## config.mk

```make
export PLATFORM = sky130hd
export DESIGN_NAME = rsw_reset_source
export DESIGN_NICKNAME = d
export VERILOG_FILES = /design/src/rtl/rsw_pkg.sv /design/src/rtl/rsw_dog_counter.sv /design/src/rtl/rsw_reset_source.sv
export SDC_FILE = /design/constraint.sdc
export NUM_CORES = 1
export LEC_CHECK = 0
export BUFFER_PORTS_ARGS = -buffer_cell sky130_fd_sc_hd__buf_2
export CAP_MARGIN = 5
export CORE_MARGIN = 4
export CORE_UTILIZATION = 62
export CTS_BUF_LIST = sky130_fd_sc_hd__clkbuf_8
export DETAILED_ROUTE_END_ITERATION = 8
export PLACE_DENSITY = 0.95
export SYNTH_ARGS = -nofsm -noshare
export SYNTH_HDL_FRONTEND = slang
export SYNTH_SLANG_ARGS = --single-unit
```

## constraint.sdc

```tcl
create_clock -name hclk -period 4.3 [get_ports hclk]
set_input_delay 0.645 -clock hclk [delete_from_list [all_inputs] [get_ports hclk]]
set_output_delay 0.645 -clock hclk [all_outputs]
set_load 0.02 [all_outputs]
```

## src/rtl/rsw_pkg.sv

```systemverilog
// Purpose: Shared constants for the reset source and watchdog block.
// Assumes: 10 MHz system clock, 32-bit AHB-Lite register port.
// Notes:   Every offset and every field position but the comparator select bit 0 is here; start-up counts and most register reset values live in the modules.
package rsw_pkg;

    // ****************************************
    // Register map
    // ****************************************
    localparam logic [7:0] OFS_CAUSE = 8'h00;
    localparam logic [7:0] OFS_DOGCTL = 8'h04;
    localparam logic [7:0] OFS_ACMP = 8'h08;
    localparam logic [7:0] OFS_STATUS = 8'h0C;

    // Cause flag positions and value after power-up.
    localparam int BIT_PWRUP = 0;
    localparam int BIT_PIN = 1;
    localparam int BIT_DROP = 2;
    localparam int BIT_DOG = 3;
    localparam int BIT_SCAN = 4;
    localparam logic [4:0] CAUSE_RST = 5'h01;

    // Watchdog control fields.
    localparam int DC_CHG = 4;
    localparam int DC_EN = 3;
    localparam int DC_PER_LSB = 0;
    localparam int DC_PER_W = 3;
    localparam logic [2:0] CHG_WINDOW = 3'h4;

    // Status fields.
    localparam int ST_LVL_LSB = 0;
    localparam int ST_BGAP = 2;
    localparam int ST_DROP_EN = 3;
    localparam int ST_DROP_RSVD = 4;
    localparam int ST_CORE_RST = 5;

    // ****************************************
    // Safety levels and supply-drop level codes
    // ****************************************
    localparam logic [1:0] LVL_0 = 2'h0;
    localparam logic [1:0] LVL_1 = 2'h1;
    localparam logic [1:0] LVL_2 = 2'h2;
    localparam logic [2:0] DROP_OFF = 3'h7;
    localparam logic [2:0] DROP_LVL_A = 3'h5;
    localparam logic [2:0] DROP_LVL_B = 3'h4;
    localparam logic [2:0] DROP_LV_A = 3'h6;
    localparam logic [2:0] DROP_LV_B = 3'h3;

    // ****************************************
    // Timing
    // ****************************************
    localparam int CLK_MHZ = 10;
    localparam int PIN_MIN_NS = 2500;
    localparam int DROP_MIN_NS = 2000;
    localparam logic [7:0] PIN_MIN_CYC =
        8'((PIN_MIN_NS * CLK_MHZ + 999) / 1000);
    localparam logic [7:0] DROP_MIN_CYC =
        8'((DROP_MIN_NS * CLK_MHZ + 999) / 1000);
    localparam int DOG_OSC_KHZ = 1000;
    localparam int DOG_BASE_CYC = 16384;
    localparam int DOG_CNT_W = 22;
    localparam int BGAP_START_US = 70;

    typedef enum logic [1:0] {
        SEQ_HOLD,
        SEQ_COUNT,
        SEQ_RUN
    } rsw_seq_e;

endpackage

```

## src/rtl/rsw_dog_counter.sv

```systemverilog
// Purpose: Watchdog period counter advanced by the watchdog oscillator.
// Assumes: dog_osc is synchronous to hclk and much slower than it.
// Notes:   expire is a one-cycle pulse; clear holds the count at zero.
module rsw_dog_counter #(
    parameter int DOG_BASE = rsw_pkg::DOG_BASE_CYC
) (
    // Clock and reset
    input wire logic hclk,
    input wire logic hresetn,
    input wire logic ce,
    // Control
    input wire logic dog_osc,
    input wire logic clear,
    input wire logic [2:0] dog_period_select,
    // Result
    output logic expire
);

    logic osc_q_r;
    logic expire_r;
    logic [rsw_pkg::DOG_CNT_W-1:0] cnt_r;
    logic [rsw_pkg::DOG_CNT_W-1:0] limit;
    logic tick;

    assign tick = dog_osc & ~osc_q_r;
    // Period doubles with each select code from the base count.
    assign limit = (rsw_pkg::DOG_CNT_W'(DOG_BASE) << dog_period_select)
        - 22'h000001;
    assign expire = expire_r;

    always_ff @(posedge hclk or negedge hresetn) begin
        if (!hresetn) begin
            osc_q_r <= 1'b0;
        end else if (ce) begin
            osc_q_r <= dog_osc;
        end
    end

    always_ff @(posedge hclk or negedge hresetn) begin
        if (!hresetn) begin
            cnt_r <= '0;
            expire_r <= 1'b0;
        end else if (ce) begin
            expire_r <= 1'b0;
            if (clear) begin
                cnt_r <= '0;
            end else if (tick) begin
                if (cnt_r >= limit) begin
                    cnt_r <= '0;
                    expire_r <= 1'b1;
                end else begin
                    cnt_r <= cnt_r + 22'h000001;
                end
            end
        end
    end

endmodule

```

## src/rtl/rsw_reset_source.sv

```systemverilog
// Purpose: Reset sources, start-up delay, cause flags and watchdog control.
// Assumes: All inputs synchronous to hclk; hresetn is the power-on reset.
// Notes:   Registers are reached over AHB-Lite; wait states are inserted only while ce is low.
module rsw_reset_source #(
    parameter bit LOW_VOLT = 1'b0,
    parameter int DLY_W = 20,
    parameter int STARTUP_CYC_0 = 6,
    parameter int STARTUP_CYC_1 = 410,
    parameter int STARTUP_CYC_2 = 41000,
    parameter int STARTUP_CYC_3 = 655360,
    parameter int DOG_BASE = rsw_pkg::DOG_BASE_CYC
) (
    // Clock, reset and enable
    input wire logic hclk,
    input wire logic hresetn,
    input wire logic ce,
    // AHB-Lite slave
    input wire logic hsel,
    input wire logic [31:0] haddr,
    input wire logic [1:0] htrans,
    input wire logic hwrite,
    input wire logic [2:0] hsize,
    input wire logic [31:0] hwdata,
    input wire logic hready,
    output logic hreadyout,
    output logic hresp,
    output logic [31:0] hrdata,
    // Reset sources
    input wire logic ext_reset_n,
    input wire logic supply_low,
    input wire logic scan_reset_instruction,
    // Configuration fuses, high when programmed
    input wire logic [2:0] supply_drop_level_cfg,
    input wire logic [1:0] clock_source_cfg,
    input wire logic legacy_compat_cfg,
    input wire logic dog_always_on_cfg,
    // Watchdog
    input wire logic dog_osc,
    input wire logic dog_restart_instr,
    // Outputs to the chip
    output logic core_reset,
    output logic supply_drop_enable,
    output logic bandgap_enable,
    output logic dog_reset_pulse
);

    // ****************************************
    // Declarations
    // ****************************************
    logic [4:0] reset_cause_flags_r;
    logic [4:0] cause_set;
    logic [7:0] pin_cnt_r;
    logic [7:0] drop_cnt_r;
    logic pin_rst;
    logic drop_rst;
    logic drop_rsvd;
    logic src_any;
    rsw_pkg::rsw_seq_e seq_r;
    logic [DLY_W-1:0] dly_r;
    logic [DLY_W-1:0] dly_sel;
    logic [1:0] dog_level;
    logic dog_en_r;
    logic dog_chg_r;
    logic [2:0] chg_cnt_r;
    logic [2:0] dog_per_r;
    logic dog_en;
    logic comparator_ref_select_r;
    logic ap_valid_r;
    logic ap_write_r;
    logic [7:0] ap_addr_r;
    logic [31:0] hrdata_r;
    logic [31:0] rd_mux;
    logic take;
    logic wr_cause;
    logic wr_dog;
    logic wr_acmp;
    logic dog_expire;

    // ****************************************
    // Reset source qualification
    // ****************************************
    // A digital filter stands in for the analog minimum-width check; a
    // pin pulse while hclk is stopped is outside what this logic can see.
    always_ff @(posedge hclk or negedge hresetn) begin
        if (!hresetn) begin
            pin_cnt_r <= 8'h00;
        end else if (ce) begin
            if (ext_reset_n) begin
                pin_cnt_r <= 8'h00;
            end else if (pin_cnt_r != rsw_pkg::PIN_MIN_CYC) begin
                pin_cnt_r <= pin_cnt_r + 8'h01;
            end
        end
    end
    assign pin_rst = ~ext_reset_n
        & (pin_cnt_r == rsw_pkg::PIN_MIN_CYC);

    always_comb begin
        supply_drop_enable = 1'b0;
        drop_rsvd = 1'b0;
        case (supply_drop_level_cfg)
            rsw_pkg::DROP_OFF: supply_drop_enable = 1'b0;
            rsw_pkg::DROP_LVL_A,
            rsw_pkg::DROP_LVL_B: supply_drop_enable = 1'b1;
            rsw_pkg::DROP_LV_A,
            rsw_pkg::DROP_LV_B: begin
                supply_drop_enable = LOW_VOLT;
                drop_rsvd = ~LOW_VOLT;
            end
            default: drop_rsvd = 1'b1;
        endcase
    end

    always_ff @(posedge hclk or negedge hresetn) begin
        if (!hresetn) begin
            drop_cnt_r <= 8'h00;
        end else if (ce) begin
            if (!(supply_low && supply_drop_enable)) begin
                drop_cnt_r <= 8'h00;
            end else if (drop_cnt_r != rsw_pkg::DROP_MIN_CYC) begin
                drop_cnt_r <= drop_cnt_r + 8'h01;
            end
        end
    end
    assign drop_rst = supply_low & supply_drop_enable
        & (drop_cnt_r == rsw_pkg::DROP_MIN_CYC);

    assign dog_reset_pulse = dog_expire;
    assign src_any = pin_rst | drop_rst | dog_expire
        | scan_reset_instruction;

    // ****************************************
    // Start-up delay sequencer
    // ****************************************
    always_comb begin
        case (clock_source_cfg)
            2'h0: dly_sel = DLY_W'(STARTUP_CYC_0);
            2'h1: dly_sel = DLY_W'(STARTUP_CYC_1);
            2'h2: dly_sel = DLY_W'(STARTUP_CYC_2);
            default: dly_sel = DLY_W'(STARTUP_CYC_3);
        endcase
    end

    // Any active source sends the sequencer back to hold, so the delay is
    // always measured from the last source to go inactive.
    always_ff @(posedge hclk or negedge hresetn) begin
        if (!hresetn) begin
            seq_r <= rsw_pkg::SEQ_HOLD;
            dly_r <= '0;
        end else if (ce) begin
            case (seq_r)
                rsw_pkg::SEQ_HOLD: begin
                    if (!src_any) begin
                        seq_r <= rsw_pkg::SEQ_COUNT;
                        dly_r <= dly_sel;
                    end
                end
                rsw_pkg::SEQ_COUNT: begin
                    if (src_any) begin
                        seq_r <= rsw_pkg::SEQ_HOLD;
                    end else if (dly_r <= DLY_W'(1)) begin
                        seq_r <= rsw_pkg::SEQ_RUN;
                    end else begin
                        dly_r <= dly_r - DLY_W'(1);
                    end
                end
                rsw_pkg::SEQ_RUN: begin
                    if (src_any) begin
                        seq_r <= rsw_pkg::SEQ_HOLD;
                    end
                end
                default: seq_r <= rsw_pkg::SEQ_HOLD;
            endcase
        end
    end
    assign core_reset = src_any | (seq_r != rsw_pkg::SEQ_RUN);

    // ****************************************
    // Reset cause flags
    // ****************************************
    always_comb begin
        cause_set = 5'h00;
        cause_set[rsw_pkg::BIT_SCAN] = scan_reset_instruction;
        cause_set[rsw_pkg::BIT_DOG] = dog_expire;
        cause_set[rsw_pkg::BIT_DROP] = drop_rst;
        cause_set[rsw_pkg::BIT_PIN] = pin_rst;
    end

    // Writing one leaves a flag alone; a new cause beats a clear.
    always_ff @(posedge hclk or negedge hresetn) begin
        if (!hresetn) begin
            reset_cause_flags_r <= rsw_pkg::CAUSE_RST;
        end else if (ce) begin
            if (wr_cause) begin
                reset_cause_flags_r <= (reset_cause_flags_r & hwdata[4:0])
                    | cause_set;
            end else begin
                reset_cause_flags_r <= reset_cause_flags_r | cause_set;
            end
        end
    end

    // ****************************************
    // Reference enable and comparator select
    // ****************************************
    always_ff @(posedge hclk or negedge hresetn) begin
        if (!hresetn) begin
            comparator_ref_select_r <= 1'b0;
        end else if (ce) begin
            if (core_reset) begin
                comparator_ref_select_r <= 1'b0;
            end else if (wr_acmp) begin
                comparator_ref_select_r <= hwdata[0];
            end
        end
    end
    assign bandgap_enable = supply_drop_enable
        | comparator_ref_select_r;

    // ****************************************
    // Watchdog control
    // ****************************************
    always_comb begin
        if (dog_always_on_cfg) begin
            dog_level = rsw_pkg::LVL_2;
        end else if (legacy_compat_cfg) begin
            dog_level = rsw_pkg::LVL_0;
        end else begin
            dog_level = rsw_pkg::LVL_1;
        end
    end
    assign dog_en = dog_en_r | (dog_level == rsw_pkg::LVL_2);

    always_ff @(posedge hclk or negedge hresetn) begin
        if (!hresetn) begin
            dog_chg_r <= 1'b0;
            chg_cnt_r <= 3'h0;
        end else if (ce) begin
            if (core_reset) begin
                dog_chg_r <= 1'b0;
                chg_cnt_r <= 3'h0;
            end else if (wr_dog && hwdata[rsw_pkg::DC_CHG]
                    && hwdata[rsw_pkg::DC_EN]) begin
                dog_chg_r <= 1'b1;
                chg_cnt_r <= rsw_pkg::CHG_WINDOW;
            end else if (dog_chg_r) begin
                chg_cnt_r <= chg_cnt_r - 3'h1;
                if (chg_cnt_r == 3'h1) begin
                    dog_chg_r <= 1'b0;
                end
            end
        end
    end

    always_ff @(posedge hclk or negedge hresetn) begin
        if (!hresetn) begin
            dog_en_r <= 1'b0;
            dog_per_r <= 3'h0;
        end else if (ce) begin
            if (core_reset) begin
                dog_en_r <= 1'b0;
                dog_per_r <= 3'h0;
            end else if (wr_dog) begin
                if (hwdata[rsw_pkg::DC_EN]) begin
                    dog_en_r <= 1'b1;
                end else if (dog_chg_r) begin
                    dog_en_r <= 1'b0;
                end
                if (dog_level == rsw_pkg::LVL_0 || dog_chg_r) begin
                    dog_per_r <= hwdata[rsw_pkg::DC_PER_LSB
                        +: rsw_pkg::DC_PER_W];
                end
            end
        end
    end

    rsw_dog_counter #(
        .DOG_BASE(DOG_BASE)
    ) u_dog (
        .hclk(hclk),
        .hresetn(hresetn),
        .ce(ce),
        .dog_osc(dog_osc),
        .clear(dog_restart_instr | ~dog_en | core_reset),
        .dog_period_select(dog_per_r),
        .expire(dog_expire)
    );

    // ****************************************
    // AHB-Lite slave
    // ****************************************
    // Stalling the bus while ce is low keeps frozen state and bus in step.
    assign hreadyout = ce;
    assign hresp = 1'b0;
    assign hrdata = hrdata_r;
    assign take = hsel & htrans[1] & hready & ce;
    assign wr_cause = ap_valid_r & ap_write_r
        & (ap_addr_r == rsw_pkg::OFS_CAUSE);
    assign wr_dog = ap_valid_r & ap_write_r
        & (ap_addr_r == rsw_pkg::OFS_DOGCTL);
    assign wr_acmp = ap_valid_r & ap_write_r
        & (ap_addr_r == rsw_pkg::OFS_ACMP);

    always_comb begin
        rd_mux = 32'h00000000;
        case (haddr[7:0])
            rsw_pkg::OFS_CAUSE: rd_mux[4:0] = reset_cause_flags_r;
            rsw_pkg::OFS_DOGCTL: begin
                rd_mux[rsw_pkg::DC_CHG] = dog_chg_r;
                rd_mux[rsw_pkg::DC_EN] = dog_en;
                rd_mux[rsw_pkg::DC_PER_LSB +: rsw_pkg::DC_PER_W] = dog_per_r;
            end
            rsw_pkg::OFS_ACMP: rd_mux[0] = comparator_ref_select_r;
            rsw_pkg::OFS_STATUS: begin
                rd_mux[rsw_pkg::ST_LVL_LSB +: 2] = dog_level;
                rd_mux[rsw_pkg::ST_BGAP] = bandgap_enable;
                rd_mux[rsw_pkg::ST_DROP_EN] = supply_drop_enable;
                rd_mux[rsw_pkg::ST_DROP_RSVD] = drop_rsvd;
                rd_mux[rsw_pkg::ST_CORE_RST] = core_reset;
            end
            default: rd_mux = 32'h00000000;
        endcase
        if (haddr[31:8] != 24'h000000) begin
            rd_mux = 32'h00000000;
        end
    end

    always_ff @(posedge hclk or negedge hresetn) begin
        if (!hresetn) begin
            ap_valid_r <= 1'b0;
            ap_write_r <= 1'b0;
            ap_addr_r <= 8'h00;
            hrdata_r <= 32'h00000000;
        end else if (ce) begin
            ap_valid_r <= take & (haddr[31:8] == 24'h000000);
            ap_write_r <= hwrite;
            ap_addr_r <= haddr[7:0];
            if (take && !hwrite) begin
                hrdata_r <= rd_mux;
            end
        end
    end

endmodule

```

==> summary.txt <==
Cells and area
  – Signed area change from the synthesized netlist to the final layout: 7.89%
  – Filler cell count in the final layout: 648
  – Post-layout util: 0.688
  – Nets@finish: 815
  – Ant. Diodes: 0
  – Share of cells above drive strength 1: 0.181

Worst setup path
  – Register-to-Register Setup Slack: 1.37 ns
  – Path type of the worst setup path: reg2out
  – CP Capture Type: output pin
  – Chain of cells forming the critical path: inv_1 > ha_1 > or4b_4 > nor3_4 > nor2_1 > inv_2 > buf_2
  – Worst flop-to-flop path endpoint: dly_r[16]
  – Crit Path Max Fanout: 8
  – Worst reg2reg startpoint: seq_r[0]
  – Req. time, crit path: 3.65 ns
  – CP max stage delay: 0.49 ns
  – Critical path launch point type: flip-flop
  – Depth of the worst register-to-register path: 5
  – Worst path slowest cell: sky130_fd_sc_hd__or4b_4
  – Data arrival at the endpoint of the critical path: 2.42 ns
  – CP Launch Point: drop_cnt_r[0]

Synth
  – Fraction of the mapped netlist area in simple logic gates: 0.243
  – Register area share after synthesis: 0.389
  – Post-synthesis mux area share: 0.0364
  – Combinational family with the most area after synthesis: simple AND/OR/NAND/NOR gates
  – Leading area contributor after synthesis: sky130_fd_sc_hd__dfrtp_1
  – Number of synthesis warnings: 0
  – Avg Inst Size Synth: 9.01 um2
  – Most frequently used cell type in the post-synthesis netlist: sky130_fd_sc_hd__dfrtp_1
  – Syn Std Cell Area: 5920 um2
  – Synth top area share: 0.385
  – Flip-flop and latch count after synthesis: 92
  – Count of distinct cell types in the synthesized netlist: 83
  – Prevailing post-synth register cell: sky130_fd_sc_hd__dfrtp_1
  – Leading post-synthesis cells by cell area: sky130_fd_sc_hd__dfrtp_1, sky130_fd_sc_hd__ha_1, sky130_fd_sc_hd__buf_4
  – Area fraction in compound gates after synthesis: 0.187
  – Area share of xor/xnor cells in the synthesized design: 0.00888
  – Share of synthesized cell area in full adder, half adder and majority cells: 0.0465
  – Share of synthesized flip-flops with an asynchronous set or reset: 1.00
  – EDFF count, synth: 0
  – Most common library cells after synthesis: sky130_fd_sc_hd__dfrtp_1, sky130_fd_sc_hd__nand2_1, sky130_fd_sc_hd__inv_1, sky130_fd_sc_hd__nand3_1, sky130_fd_sc_hd__nor2_1
  – Syn Inst Count: 657

Placed design
  – Placed wire-length estimate: 10.8 mm
  – Input/output buffers: 66
  – RePlAce Congestion: 0.914
  – Worst slack at placement: 1.51 ns

Floorplanning
  – Die boundary height: 106 um
  – Effective utilization at floorplan: 0.637
  – Area of the die: 11200 um2
  – Core ar.: 9280 um2
  – Row Count: 35
  – I/O pins: 125
  – Horizontal extent of the die: 106 um

Detailed routing
  – First-iteration detailed-routing DRC count: 583
  – Detailed-route DRC error count: 0
  – Per-cell via count in the routed design: 6.60
  – Routed WL per cell: 18.3 um
  – Routed vias: 5543
  – Post-detailed-routing wire length: 15.3 mm
  – Remaining antenna violation count after routing: 0
  – Total iterations of the first detailed-routing run: 7

Power and ir drop
  – PwrDens: 331 nW/um2
  – Maximum vdd ir drop: 0.000294 V
  – Static Leakage: 0.00266 uW

STA
  – Crit path time final: 3.07 ns
  – Least-Margin Pin Slew: 1.04 ns
  – Final count of hold timing violations: 0
  – Tcrit/Tclk final: 0.714
  – Clock Skews: 0.0134 ns
  – Summed negative setup slack over all endpoints: 0 ns
  – Slew HR: 0.302
  – Unrepaired setup endpoints after global routing: no
  – Count of final max-slew check failures: 0
  – Worst-case setup margin in the final layout: 1.23 ns
  – Endpoints failing setup: 0
  – Maximum clock frequency: 326 MHz

Global routing
  – Met1 track demand over resource in global routing: 0.344
  – Global Route met2 Usage: 0.490
  – Overall overflow remaining after global route: 0
  – Most Crowded Layer GR: met2
  – Global-route wire length before repair: 25.9 mm
  – Initial antenna violation count: 0
  – GR met3 Demand/Resource: 0.0508
  – Largest net degree at the start of global routing: 57
  – Overall fraction of global-route tracks in use: 0.281
  – Number of global-route vias before repair: 5397

Clock tree
  – Quantity of hold-fixing buffers added after cts: 0
  – Post-CTS Resized: 0
  – Clock tree from TritonCTS: done
  – Total number of clock tree sinks: 92
  – Clock root buffer: sky130_fd_sc_hd__clkbuf_8
  – Insertion delay to the later sink of the worst-skew pair: 0.38 ns
  – CTS HTree Levels: 3
  – Clock edge transition at the registers on the reported setup and hold paths: 0.11 ns
  – Number of buffers added for setup after CTS: 0
  – Maximum buffer depth of the clock tree: 2
  – Clock buffer count from CTS: 9

Min path
  – Type of the worst min-delay path: in2async

Run status
  – Result of the run: completed

Job
  – Max_cap viols: 0
-- worst max-delay path, delay by kind of cell (launching register included) --
family                     cells  cell delay [ns]
adders and majority gates      1             0.14
and+or+nand+nor                3             1.00
buffers and inverters          3             0.47
DFF                            1             0.44
-- routing by layer --
metal,part of all wire,wire (um)
met1,0.38,5760
met2,0.50,7720
met4,0.037,563
met5,0,0
met3,0.084,1300
-- logic make-up (layout without fill, tap and decap cells) --
| family | after synthesis | after routing |
|---|---|---|
| fa+ha+maj | 22 | 22 |
| simple gates | 252 | 252 |
| other cells | 2 | 28 |
| xor+xnor | 6 | 6 |
| mux | 19 | 19 |
| buf+inv | 103 | 131 |
| flops | 92 | 92 |
| compound gates | 161 | 161 |
-- layout make-up --
cell class	count	area, um2	area share
clock buffer	9	124	0.0194
timing repair buffer	72	378	0.0592
tap	129	161	0.0253
sequential	92	2300	0.361
clock inverter	7	58.8	0.00921
multi-input combinational	488	3200	0.501
inverter	43	161	0.0253
-- worst max-delay path by stage --
stage	endpoint	slack [ns]	depth (start not counted)
2_1_floorplan	core_reset	2.10	6
3_3_place_gp	dly_r[16]	1.64	5
3_5_place_dp	dly_r[16]	1.51	5
4_1_cts	core_reset	1.27	7
5_1_grt	core_reset	1.13	7
6_report	core_reset	1.23	7
-- cell usage in the layout, fill, tap and decap left out, types with 14 or more instances in the layout --
cell	n
sky130_fd_sc_hd__conb_1	28
sky130_fd_sc_hd__a21oi_1	22
sky130_fd_sc_hd__nand3_1	41
sky130_fd_sc_hd__buf_2	65
sky130_fd_sc_hd__a31oi_1	24
sky130_fd_sc_hd__o21ai_0	36
sky130_fd_sc_hd__nand2_1	48
sky130_fd_sc_hd__inv_1	42
sky130_fd_sc_hd__nand4_1	25
sky130_fd_sc_hd__ha_1	22
sky130_fd_sc_hd__dfrtp_1	91
sky130_fd_sc_hd__nor2_1	39
sky130_fd_sc_hd__nor3_1	14
-- power breakdown --
group / total (uW) / switching, uW / internal (uW)
Clock: 572 / 351 / 221
Combinational: 490 / 304 / 185
Sequential: 1050 / 108 / 942
Total: 2110 / 764 / 1350
-- sequential cells by signal (all words and copies together), names as in the netlist, 2 cells and up --
name	cells
drop_cnt_r	8
u_dog.cnt_r	22
dog_per_r	3
seq_r	2
reset_cause_flags_r	5
ap_addr_r	8
pin_cnt_r	8
hrdata	6
chg_cnt_r	3
dly_r	20
-- per-stage QoR --
stage	total power [uW]	cell area, um2	cells	hold slack [ns]
2_1_floorplan	1410	6010	683	0.349
3_3_place_gp	1500	6200	824	0.444
3_5_place_dp	1530	6200	824	0.451
4_1_cts	2090	6380	840	0.320
5_1_grt	2200	6380	840	0.345
6_report	2110	6380	840	0.287
Power figures use the tool's default switching activity.
